### src/design/rtc_pkg.sv
/*
  Package for the ratiometric thermostat core: timing constants, the
  measurement sequencer states and the carrier structs shared by the
  sequencer and the decision logic.
  Assumes a single 25 MHz clock; all counts are derived from it here.
*/
package rtc_pkg;

  // ==========================================================================
  // Clock and timing
  // ==========================================================================
  localparam int unsigned CLK_HZ        = 25_000_000;
  localparam int unsigned CLK_PER_NS    = 40;

  // Nominal measurement period and the faster period used when out of limits.
  localparam int unsigned PERIOD_MS     = 2000;
  localparam int unsigned FAST_MS       = 500;
  // Time the cap pin is forced to a known level before each timing interval.
  localparam int unsigned PRECHG_US     = 1000;
  // Longest charge or discharge allowed before an input counts as open.
  localparam int unsigned TIMEOUT_MS    = 500;
  // Shortest credible interval; anything faster counts as a shorted input.
  localparam int unsigned MINTIME_US    = 100;
  // Half period of the open-circuit warning blink on the indicator.
  localparam int unsigned BLINK_MS      = 50;

  // Derived cycle counts (integer division truncates, so every time rounds down).
  localparam int unsigned PERIOD_CYC    = PERIOD_MS * (CLK_HZ / 1000);
  localparam int unsigned FAST_CYC      = FAST_MS * (CLK_HZ / 1000);
  localparam int unsigned PRECHG_CYC    = (PRECHG_US * (CLK_HZ / 1_000_000));
  localparam int unsigned TIMEOUT_CYC   = TIMEOUT_MS * (CLK_HZ / 1000);
  localparam int unsigned MINTIME_CYC   = (MINTIME_US * (CLK_HZ / 1_000_000));
  localparam int unsigned BLINK_CYC     = BLINK_MS * (CLK_HZ / 1000);

  // ==========================================================================
  // Decision constants
  // ==========================================================================
  // Hysteresis: leave the high state when sense*100 < ref*92 (about 8 %).
  localparam int unsigned HYST_NUM      = 92;
  localparam int unsigned HYST_DEN      = 100;
  // Successive agreeing measurements needed before the output may change.
  localparam logic [1:0]  CONSEC_N      = 2'h3;

  localparam int unsigned TW            = 32;

  // ==========================================================================
  // Types
  // ==========================================================================
  typedef enum logic [2:0] {
    RTC_IDLE   = 3'b000,
    RTC_PRE_LO = 3'b001,
    RTC_CHARGE = 3'b010,
    RTC_PRE_HI = 3'b011,
    RTC_DISCH  = 3'b100
  } rtc_state_e;

  // One finished measurement pair, handed to the decision logic.
  typedef struct packed {
    logic          valid;
    logic [TW-1:0] sense_t;
    logic [TW-1:0] ref_t;
  } rtc_meas_s;

  // Drive of one pin: level and output enable.
  typedef struct packed {
    logic drv;
    logic oe;
  } rtc_pin_s;

endpackage : rtc_pkg

### src/design/rtc_decide.sv
/*
  Thermostat decision logic: debounce over successive measurements and
  proportional hysteresis between the sense and reference times.
  Assumes measurement pairs arrive as one-cycle valid pulses and that the
  reset it receives is already synchronised.
*/
`timescale 1ns/1ps

module rtc_decide
  import rtc_pkg::*;
(
  input  wire logic      i_mclk,
  input  wire logic      i_rst_n,
  input  wire rtc_meas_s i_meas,
  output logic           o_out
);

  typedef struct packed {
    logic       out;
    logic [1:0] cnt;
  } rtc_dec_s;

  rtc_dec_s st_q;
  rtc_dec_s st_d;

  // ==========================================================================
  // Helpers
  // ==========================================================================
  // True when a*num < b*den; 64-bit math so large times cannot overflow.
  function automatic logic rtc_scaled_lt(input logic [TW-1:0] a,
                                         input logic [TW-1:0] b,
                                         input int unsigned   num,
                                         input int unsigned   den);
    logic [63:0] lhs;
    logic [63:0] rhs;
    lhs = 64'(a) * 64'(num);
    rhs = 64'(b) * 64'(den);
    return lhs < rhs;
  endfunction : rtc_scaled_lt

  // ==========================================================================
  // Next state
  // ==========================================================================
  // The counter only advances while the condition for a change holds, and
  // restarts from zero whenever one measurement disagrees.
  always_comb begin
    logic cond;
    cond = 1'b0;
    st_d = st_q;
    if (i_meas.valid) begin
      if (!st_q.out) begin
        cond = i_meas.sense_t > i_meas.ref_t;
      end else begin
        cond = rtc_scaled_lt(i_meas.sense_t, i_meas.ref_t,
                             HYST_DEN, HYST_NUM);
      end
      if (cond) begin
        if (st_q.cnt == CONSEC_N - 2'h1) begin
          st_d.out = ~st_q.out;
          st_d.cnt = 2'h0;
        end else begin
          st_d.cnt = st_q.cnt + 2'h1;
        end
      end else begin
        st_d.cnt = 2'h0;
      end
    end
  end

  // Reset leaves the output low with no count history.
  always_ff @(posedge i_mclk or negedge i_rst_n) begin
    if (!i_rst_n) begin
      st_q <= '0;
    end else begin
      st_q <= st_d;
    end
  end

  assign o_out = st_q.out;

endmodule : rtc_decide

### src/design/rtc_core.sv
/*
  Top of the ratiometric thermostat core: reset synchroniser, measurement
  sequencer that times the integrating capacitor through each resistor,
  open-circuit warning and measurement pacing.
  Assumes the cap pin input is a clean digital threshold level, that the
  pads resolve drive and enable, and that a supply-rise detector in the pad
  ring pulls i_rst_n low at power-up alongside the external reset pin.
*/
`timescale 1ns/1ps

module rtc_core
  import rtc_pkg::*;
#(
  parameter int unsigned P_PERIOD_CYC  = PERIOD_CYC,
  parameter int unsigned P_FAST_CYC    = FAST_CYC,
  parameter int unsigned P_PRECHG_CYC  = PRECHG_CYC,
  parameter int unsigned P_TIMEOUT_CYC = TIMEOUT_CYC,
  parameter int unsigned P_BLINK_CYC   = BLINK_CYC
)(
  input  wire logic i_mclk,
  input  wire logic i_rst_n,
  input  wire logic i_cap_in,
  output logic      o_cap_drv,
  output logic      o_cap_oe,
  output logic      o_sense_drv,
  output logic      o_sense_oe,
  output logic      o_ref_drv,
  output logic      o_ref_oe,
  output logic      o_measuring_indicator,
  output logic      o_thermostat
);

  // ==========================================================================
  // Reset synchroniser
  // ==========================================================================
  // The pad pullup makes a floating pin read high, so a low level is a real
  // request; release is retimed so no flop leaves reset on a metastable edge.
  logic rst_meta_q;
  logic rst_sync_q;

  always_ff @(posedge i_mclk or negedge i_rst_n) begin
    if (!i_rst_n) begin
      rst_meta_q <= 1'b0;
      rst_sync_q <= 1'b0;
    end else begin
      rst_meta_q <= 1'b1;
      rst_sync_q <= rst_meta_q;
    end
  end

  // ==========================================================================
  // State
  // ==========================================================================
  typedef struct packed {
    rtc_state_e    st;
    logic          sel;      // 0 while timing sense, 1 while timing reference
    logic [TW-1:0] tmr;      // Time spent in the current phase.
    logic [TW-1:0] acc;      // Charge time of this resistor, before its discharge is added.
    logic [TW-1:0] per;      // Time since the last measurement started.
    logic [TW-1:0] blk;      // Warning blink timer.
    logic          blink;
    logic          open;     // An input was found open circuit.
    logic          fast;     // Last result was out of limits.
    rtc_meas_s     meas;
    rtc_pin_s      cap;
    rtc_pin_s      sense;
    rtc_pin_s      refr;
    logic          measuring_indicator;
  } rtc_core_s;

  rtc_core_s s_q;
  rtc_core_s s_d;

  // ==========================================================================
  // Helpers
  // ==========================================================================
  // True once a timer has spent the given number of cycles.
  function automatic logic rtc_elapsed(input logic [TW-1:0] t,
                                       input int unsigned   n);
    return t >= TW'(n - 1);
  endfunction : rtc_elapsed

  // ==========================================================================
  // Sequencer
  // ==========================================================================
  // Only the resistor under test is driven; the other pin floats, so no
  // current flows through it and it cannot disturb the interval.
  always_comb begin
    logic timeout;
    logic too_fast;
    logic [TW-1:0] total;
    timeout    = rtc_elapsed(s_q.tmr, P_TIMEOUT_CYC);
    too_fast   = 1'b0;
    total      = s_q.acc + s_q.tmr;
    s_d        = s_q;
    s_d.meas.valid = 1'b0;
    s_d.tmr    = s_q.tmr + TW'(1);
    if (s_q.per != '1) begin
      s_d.per = s_q.per + TW'(1);
    end

    // The warning blink runs free and is shown only between measurements.
    if (rtc_elapsed(s_q.blk, P_BLINK_CYC)) begin
      s_d.blk   = '0;
      s_d.blink = ~s_q.blink;
    end else begin
      s_d.blk = s_q.blk + TW'(1);
    end

    case (s_q.st)
      RTC_IDLE: begin
        s_d.cap   = '{drv: 1'b0, oe: 1'b0};
        s_d.sense = '{drv: 1'b0, oe: 1'b0};
        s_d.refr  = '{drv: 1'b0, oe: 1'b0};
        // Out-of-limits results shorten the period for a faster recovery.
        if (rtc_elapsed(s_q.per, s_q.fast ? P_FAST_CYC
                                          : P_PERIOD_CYC)) begin
          s_d.st  = RTC_PRE_LO;
          s_d.sel = 1'b0;
          s_d.per = '0;
          s_d.tmr = '0;
          s_d.acc = '0;
          s_d.cap = '{drv: 1'b0, oe: 1'b1};
        end
      end
      RTC_PRE_LO: begin
        if (rtc_elapsed(s_q.tmr, P_PRECHG_CYC)) begin
          s_d.st  = RTC_CHARGE;
          s_d.tmr = '0;
          s_d.cap = '{drv: 1'b0, oe: 1'b0};
          s_d.sense = '{drv: 1'b1, oe: !s_q.sel};
          s_d.refr  = '{drv: 1'b1, oe: s_q.sel};
        end
      end
      RTC_CHARGE: begin
        if (i_cap_in) begin
          s_d.st  = RTC_PRE_HI;
          s_d.acc = s_q.tmr;
          s_d.tmr = '0;
          s_d.sense = '{drv: 1'b0, oe: 1'b0};
          s_d.refr  = '{drv: 1'b0, oe: 1'b0};
          s_d.cap   = '{drv: 1'b1, oe: 1'b1};
        end else if (timeout) begin
          // Release the resistor pin too, or it would stay driven while the
          // indicator already shows idle.
          s_d.st    = RTC_IDLE;
          s_d.open  = 1'b1;
          s_d.fast  = 1'b1;
          s_d.sense = '{drv: 1'b0, oe: 1'b0};
          s_d.refr  = '{drv: 1'b0, oe: 1'b0};
        end
      end
      RTC_PRE_HI: begin
        if (rtc_elapsed(s_q.tmr, P_PRECHG_CYC)) begin
          s_d.st  = RTC_DISCH;
          s_d.tmr = '0;
          s_d.cap = '{drv: 1'b0, oe: 1'b0};
          s_d.sense = '{drv: 1'b0, oe: !s_q.sel};
          s_d.refr  = '{drv: 1'b0, oe: s_q.sel};
        end
      end
      RTC_DISCH: begin
        if (!i_cap_in) begin
          s_d.sense = '{drv: 1'b0, oe: 1'b0};
          s_d.refr  = '{drv: 1'b0, oe: 1'b0};
          s_d.tmr   = '0;
          too_fast  = total < TW'(MINTIME_CYC);
          if (!s_q.sel) begin
            s_d.meas.sense_t = total;
            s_d.sel = 1'b1;
            s_d.acc = '0;
            s_d.st  = RTC_PRE_LO;
            s_d.cap = '{drv: 1'b0, oe: 1'b1};
          end else begin
            // A shorted input still yields a result but speeds up pacing.
            s_d.meas.ref_t = total;
            s_d.meas.valid = 1'b1;
            s_d.st   = RTC_IDLE;
            s_d.open = 1'b0;
            s_d.fast = too_fast || (s_q.meas.sense_t < TW'(MINTIME_CYC));
          end
        end else if (timeout) begin
          s_d.st   = RTC_IDLE;
          s_d.open = 1'b1;
          s_d.fast = 1'b1;
          s_d.sense = '{drv: 1'b0, oe: 1'b0};
          s_d.refr  = '{drv: 1'b0, oe: 1'b0};
        end
      end
      default: begin
        s_d.st = RTC_IDLE;
      end
    endcase

    // Busy during every active phase; unless an input is open, the falling edge marks a new result
    // that reaches the thermostat output one cycle later.
    if (s_d.st != RTC_IDLE) begin
      s_d.measuring_indicator = 1'b1;
    end else begin
      s_d.measuring_indicator = s_d.open ? s_d.blink : 1'b0;
    end
  end

  // Reset leaves the timer saturated so a fresh measurement starts at once.
  always_ff @(posedge i_mclk or negedge rst_sync_q) begin
    if (!rst_sync_q) begin
      s_q     <= '0;
      s_q.st  <= RTC_IDLE;
      s_q.per <= '1;
    end else begin
      s_q <= s_d;
    end
  end

  // ==========================================================================
  // Decision logic
  // ==========================================================================
  rtc_decide u_decide (
    .i_mclk  (i_mclk),
    .i_rst_n (rst_sync_q),
    .i_meas  (s_q.meas),
    .o_out   (o_thermostat)
  );

  // ==========================================================================
  // Pins
  // ==========================================================================
  assign o_cap_drv             = s_q.cap.drv;
  assign o_cap_oe              = s_q.cap.oe;
  assign o_sense_drv           = s_q.sense.drv;
  assign o_sense_oe            = s_q.sense.oe;
  assign o_ref_drv             = s_q.refr.drv;
  assign o_ref_oe              = s_q.refr.oe;
  assign o_measuring_indicator = s_q.measuring_indicator;

endmodule : rtc_core

### config.mk
export PLATFORM = sky130hd
export DESIGN_NAME = rtc_core
export DESIGN_NICKNAME = d
export VERILOG_FILES = /design/src/design/rtc_pkg.sv /design/src/design/rtc_decide.sv /design/src/design/rtc_core.sv
export SDC_FILE = /design/constraint.sdc
export NUM_CORES = 1
export LEC_CHECK = 0
export BUFFER_PORTS_ARGS = -buffer_cell sky130_fd_sc_hd__buf_2
export CORE_UTILIZATION = 33
export CTS_BUF_LIST = sky130_fd_sc_hd__clkbuf_8
export DETAILED_ROUTE_END_ITERATION = 7
export GPL_ROUTABILITY_DRIVEN = 1
export PLACE_DENSITY = 0.53
export SLEW_MARGIN = 20
export SYNTH_ARGS = -nofsm -noshare
export SYNTH_HDL_FRONTEND = slang
export SYNTH_SLANG_ARGS = --single-unit
### constraint.sdc
create_clock -name i_mclk -period 12.4 [get_ports i_mclk]
set_clock_uncertainty 0.15 [all_clocks]
set_input_delay 0 -clock i_mclk [delete_from_list [all_inputs] [get_ports i_mclk]]
set_output_delay 0 -clock i_mclk [all_outputs]
set_load 0.01 [all_outputs]
==> impl_summary.md <==
Power and ir drop
For this design the static power due to leakage is 10.8 nW. The worst-case IR drop observed on VDD is 0.0623 mV. For this design the ratio of total power to cell area is 67.0 nW/um^2. The total power is 1.44 mW.

Timing
The post-layout minimum cycle time is 6.83 ns. The hold violation total from the final report is 0. Setup repair after global routing left no endpoint under its margin.

After layout, the worst setup slack is 5.57 ns. The remaining max-slew budget at the tightest pin is 35.5%. The pin slew with the least headroom to its limit is 0.964 ns. The final-report setup violation count is 0. For this run, the top clock speed supported by timing is 0.147 GHz. The count of final max-slew check failures came to 0. The final critical path takes up 55.0% of the cycle. The setup TNS is 0 ns.

GRT
The number of global-route vias before repair is 15400. For this run the aggregate overflow at the end of global routing stands at 0. The global router's overall resource usage is 15.5%. The number of antenna violations at the first check in global routing is 0. Entering global routing, the biggest net connects 67 pins. The first global-routing pass estimated 76.9 mm of wire.

Critical path
In this run the worst path has a maximum fanout of 6. In this design, the stage delay of the slowest critical-path cell is 0.50 ns. The critical register-to-register path startpoint is s_q[12]$_DFFE_PN0P_.

The cell class contributing the biggest share of worst-path delay is compound AO/OA/AOI/OAI gates. The number of buffer and inverter instances along the worst setup path is 2. The worst setup path is captured at a flop.

The data arrival time of the critical path is 7.16 ns. The critical path starts at s_q[12]$_DFFE_PN0P_. The critical path is of the flop to flop type. The most numerous cell type found on the critical path is a21o_1.

STA classifies the critical path startpoint as a flop. Among all stages on the critical path, the largest delay is contributed by fa_1. The required time of the worst setup path is 12.73 ns.

Floorplanning
The area of the die is 60800 sq um. From left edge to right edge, the die measures 246 um. The floorplan row count is 89.

The initial core utilization is 33.4%. The total area inside the core boundary comes to 59000 sq um. The vertical die dimension is 246 um. In this run the count of I/O pins placed on the die edge is 11.

Detailed routing
The total vias in the final route is 14900. The vias per cell is 4.94. In the routed design, unresolved DRC markers number 0.

The first-pass detailed-route iteration total is 5. After detailed routing, the average wire length per cell comes to 15.0 um. The number of DRC violations after detailed-routing iteration 0 is 596. The count of nets left with antenna violations once routing finished came out at 0. The total wire length after detailed routing is 45.5 mm.

Placement
The HPWL reported at the end of detailed placement is 36.3 mm. Once placement finished, the instance area stood at 20700 sq um. In this run the tool buffered the top-level ports with 10 buffer cells.

The global placer's final weighted congestion is 0.871. OpenSTA, run right after detailed placement, puts the worst setup slack at 5.69 ns.

Yosys
The most repeated cell in the gate-level netlist after synthesis is inv_1. In this run the biggest area consumer among cell types represents 22.8% of the synthesized area. The mapped netlist covers 19700 sq um. The synthesized instance count is 2198.

The portion of the post-synthesis area used by sequential elements is 27.1%. Yosys attributes the largest share of cell area to dfrtp_1, ha_1, fa_1. The share of flip-flops with an asynchronous set or reset after synthesis is 100%. For this run, the leading register cell type out of synthesis is dfrtp_1.

Of all cell types, the one taking the most synthesized area is dfrtp_1. The number of warnings issued by yosys is 0. The commonest cells after synthesis are inv_1, ha_1, dfrtp_1, nor2_1, nand2_1. The average instance in the mapped netlist occupies 8.97 sq um. The post-synthesis cell type count is 79. After synthesis the netlist holds a flip-flop and latch count of 212. The number of enable-type register cells in the synthesized netlist is 0.

Hold path
The path class of the tightest hold or removal check is input port to async pin.

Layout
The repair_antennas step left the layout with diodes totalling 0. Of the cells placed in the final design, the portion with a size suffix greater than 1 is 6.65%. The final layout net count is 2613. The layout overhead on the synthesized area is 9.22%. With fillers left out, the area of the finished cells amounts to 21500 sq um.

Job
The max-capacitance violation count is 0.

Run status
The flow ran to the end, and the final reports show no timing, DRC or antenna violations.

Clocking
The post-CTS resize count is 0. The sink count of the clock tree is 212. Clock latency on the worst-skew pair, taken at its later pin, is 0.60 ns. The buffer depth of the longest clock path is 3.

The clock tree from TritonCTS is built. The number of buffers created by CTS is 41. The clock slew at the register clock pins of the worst setup and hold paths is 0.07 ns. The count of H-tree levels built during CTS is 2. The clock tree root buffer cell is clkbuf_8.
[state kept, by name, indices dropped and copies added, names as in the netlist]
name / cells
o_ref_oe: 1
s_q: 200
u_decide.st_q: 2
u_decide.o_out: 1
o_ref_drv: 1
o_sense_oe: 1
rst_sync_q: 1
o_cap_drv: 1
o_cap_oe: 1
rst_meta_q: 1
o_measuring_indicator: 1
o_sense_drv: 1
[what timing repair did]
action / CTS / global route
hold endpoints to repair: 14 / 0
hold buffers: 3 / 0
setup buffers: 0 / 0
[cell type report]
cell class / count / area [sq um]
Clock buffer: 48 / 661
Timing Repair Buffer: 21 / 140
Multi-Input combinational cell: 1622 / 13000
Tap cell: 773 / 967
Inverter: 324 / 1220
Clock inverter: 27 / 195
Sequential cell: 212 / 5350
Fill cell: 6105 / 37500
[final timing paths]
| check | slack (ns) | to | cells past startpoint |
|---|---|---|---|
| hold / removal | 0.14 | rst_sync_q$_DFF_PN0_ | 3 |
| hold reg to reg | 0.16 | s_q[84]$_DFF_PN0_ | 0 |
| min in group i_mclk | 0.20 | rst_sync_q$_DFF_PN0_ | 0 |
| max in group asynchronous | 9.82 | s_q[23]$_DFFE_PN0P_ | 2 |
| setup reg to reg | 5.57 | u_decide.st_q[0]$_DFFE_PN0P_ | 29 |
| setup / recovery | 5.57 | u_decide.st_q[0]$_DFFE_PN0P_ | 29 |
[worst register-to-register path, delay by kind of cell (launching register included)]
| kind | cells | cell delay, ns |
|---|---|---|
| simple gates | 3 | 0.39 |
| xor+xnor | 1 | 0.19 |
| fa+ha+maj | 5 | 1.97 |
| compound gates | 18 | 3.46 |
| buf+inv | 2 | 0.09 |
| flops | 1 | 0.45 |
[stage by stage]
stage / utilization, % / instances / hold WS (ns)
after floorplan: - / 2208 / -0.446
after global placement: 35.0 / 2949 / -0.339
after detailed placement: 35.0 / 2949 / -0.339
after CTS: 36.5 / 3027 / 0.106
after global routing: 36.5 / 3027 / 0.147
final: 36.5 / 3027 / 0.143
[routing by layer]
metal / vias up / track usage (%) / part of all wire [%]
met4: 0 / 6.05 / 3.4
li1: 7557 / - / -
met5: - / 0 / 0
met1: 7137 / 20.7 / 49
met3: 74 / 1.55 / 2.4
met2: 176 / 25.5 / 45
[cells in the final DEF (no fill, tap or decap), drive strengths merged, types with 30 or more instances in the layout]
master,synthesis,final
a21oi,101,101
nand2,158,158
nand3,48,48
xnor2,86,86
a21o,66,66
clkbuf,46,48
nand4,51,51
dfrtp,180,180
inv,324,339
o21ai,122,122
nor3,31,31
o21a,30,30
dfstp,32,32
ha,302,302
fa,86,86
nor2,159,159
xor2,84,84
a22o,34,34
[kinds of logic (layout without fill, tap and decap cells)]
group	count (synthesis)	count (layout)	share of synthesized area, %
AOI/OAI and AO/OA	467	467	15.6
adders and majority gates	388	388	27.9
and+or+nand+nor	574	574	14.0
other	2	12	0.0381
muxes	11	11	0.622
DFF	212	212	27.1
xor gates and xnor gates	170	170	7.55
buffers and inverters	374	420	7.21
[where the power goes]
part	total [mW]	switching (mW)	internal, mW
combinational	0.0138	0.0121	0.00162
sequential	0.698	0.00345	0.695
clock	0.731	0.332	0.400
Note: power is estimated with default switching activity, not from simulation.
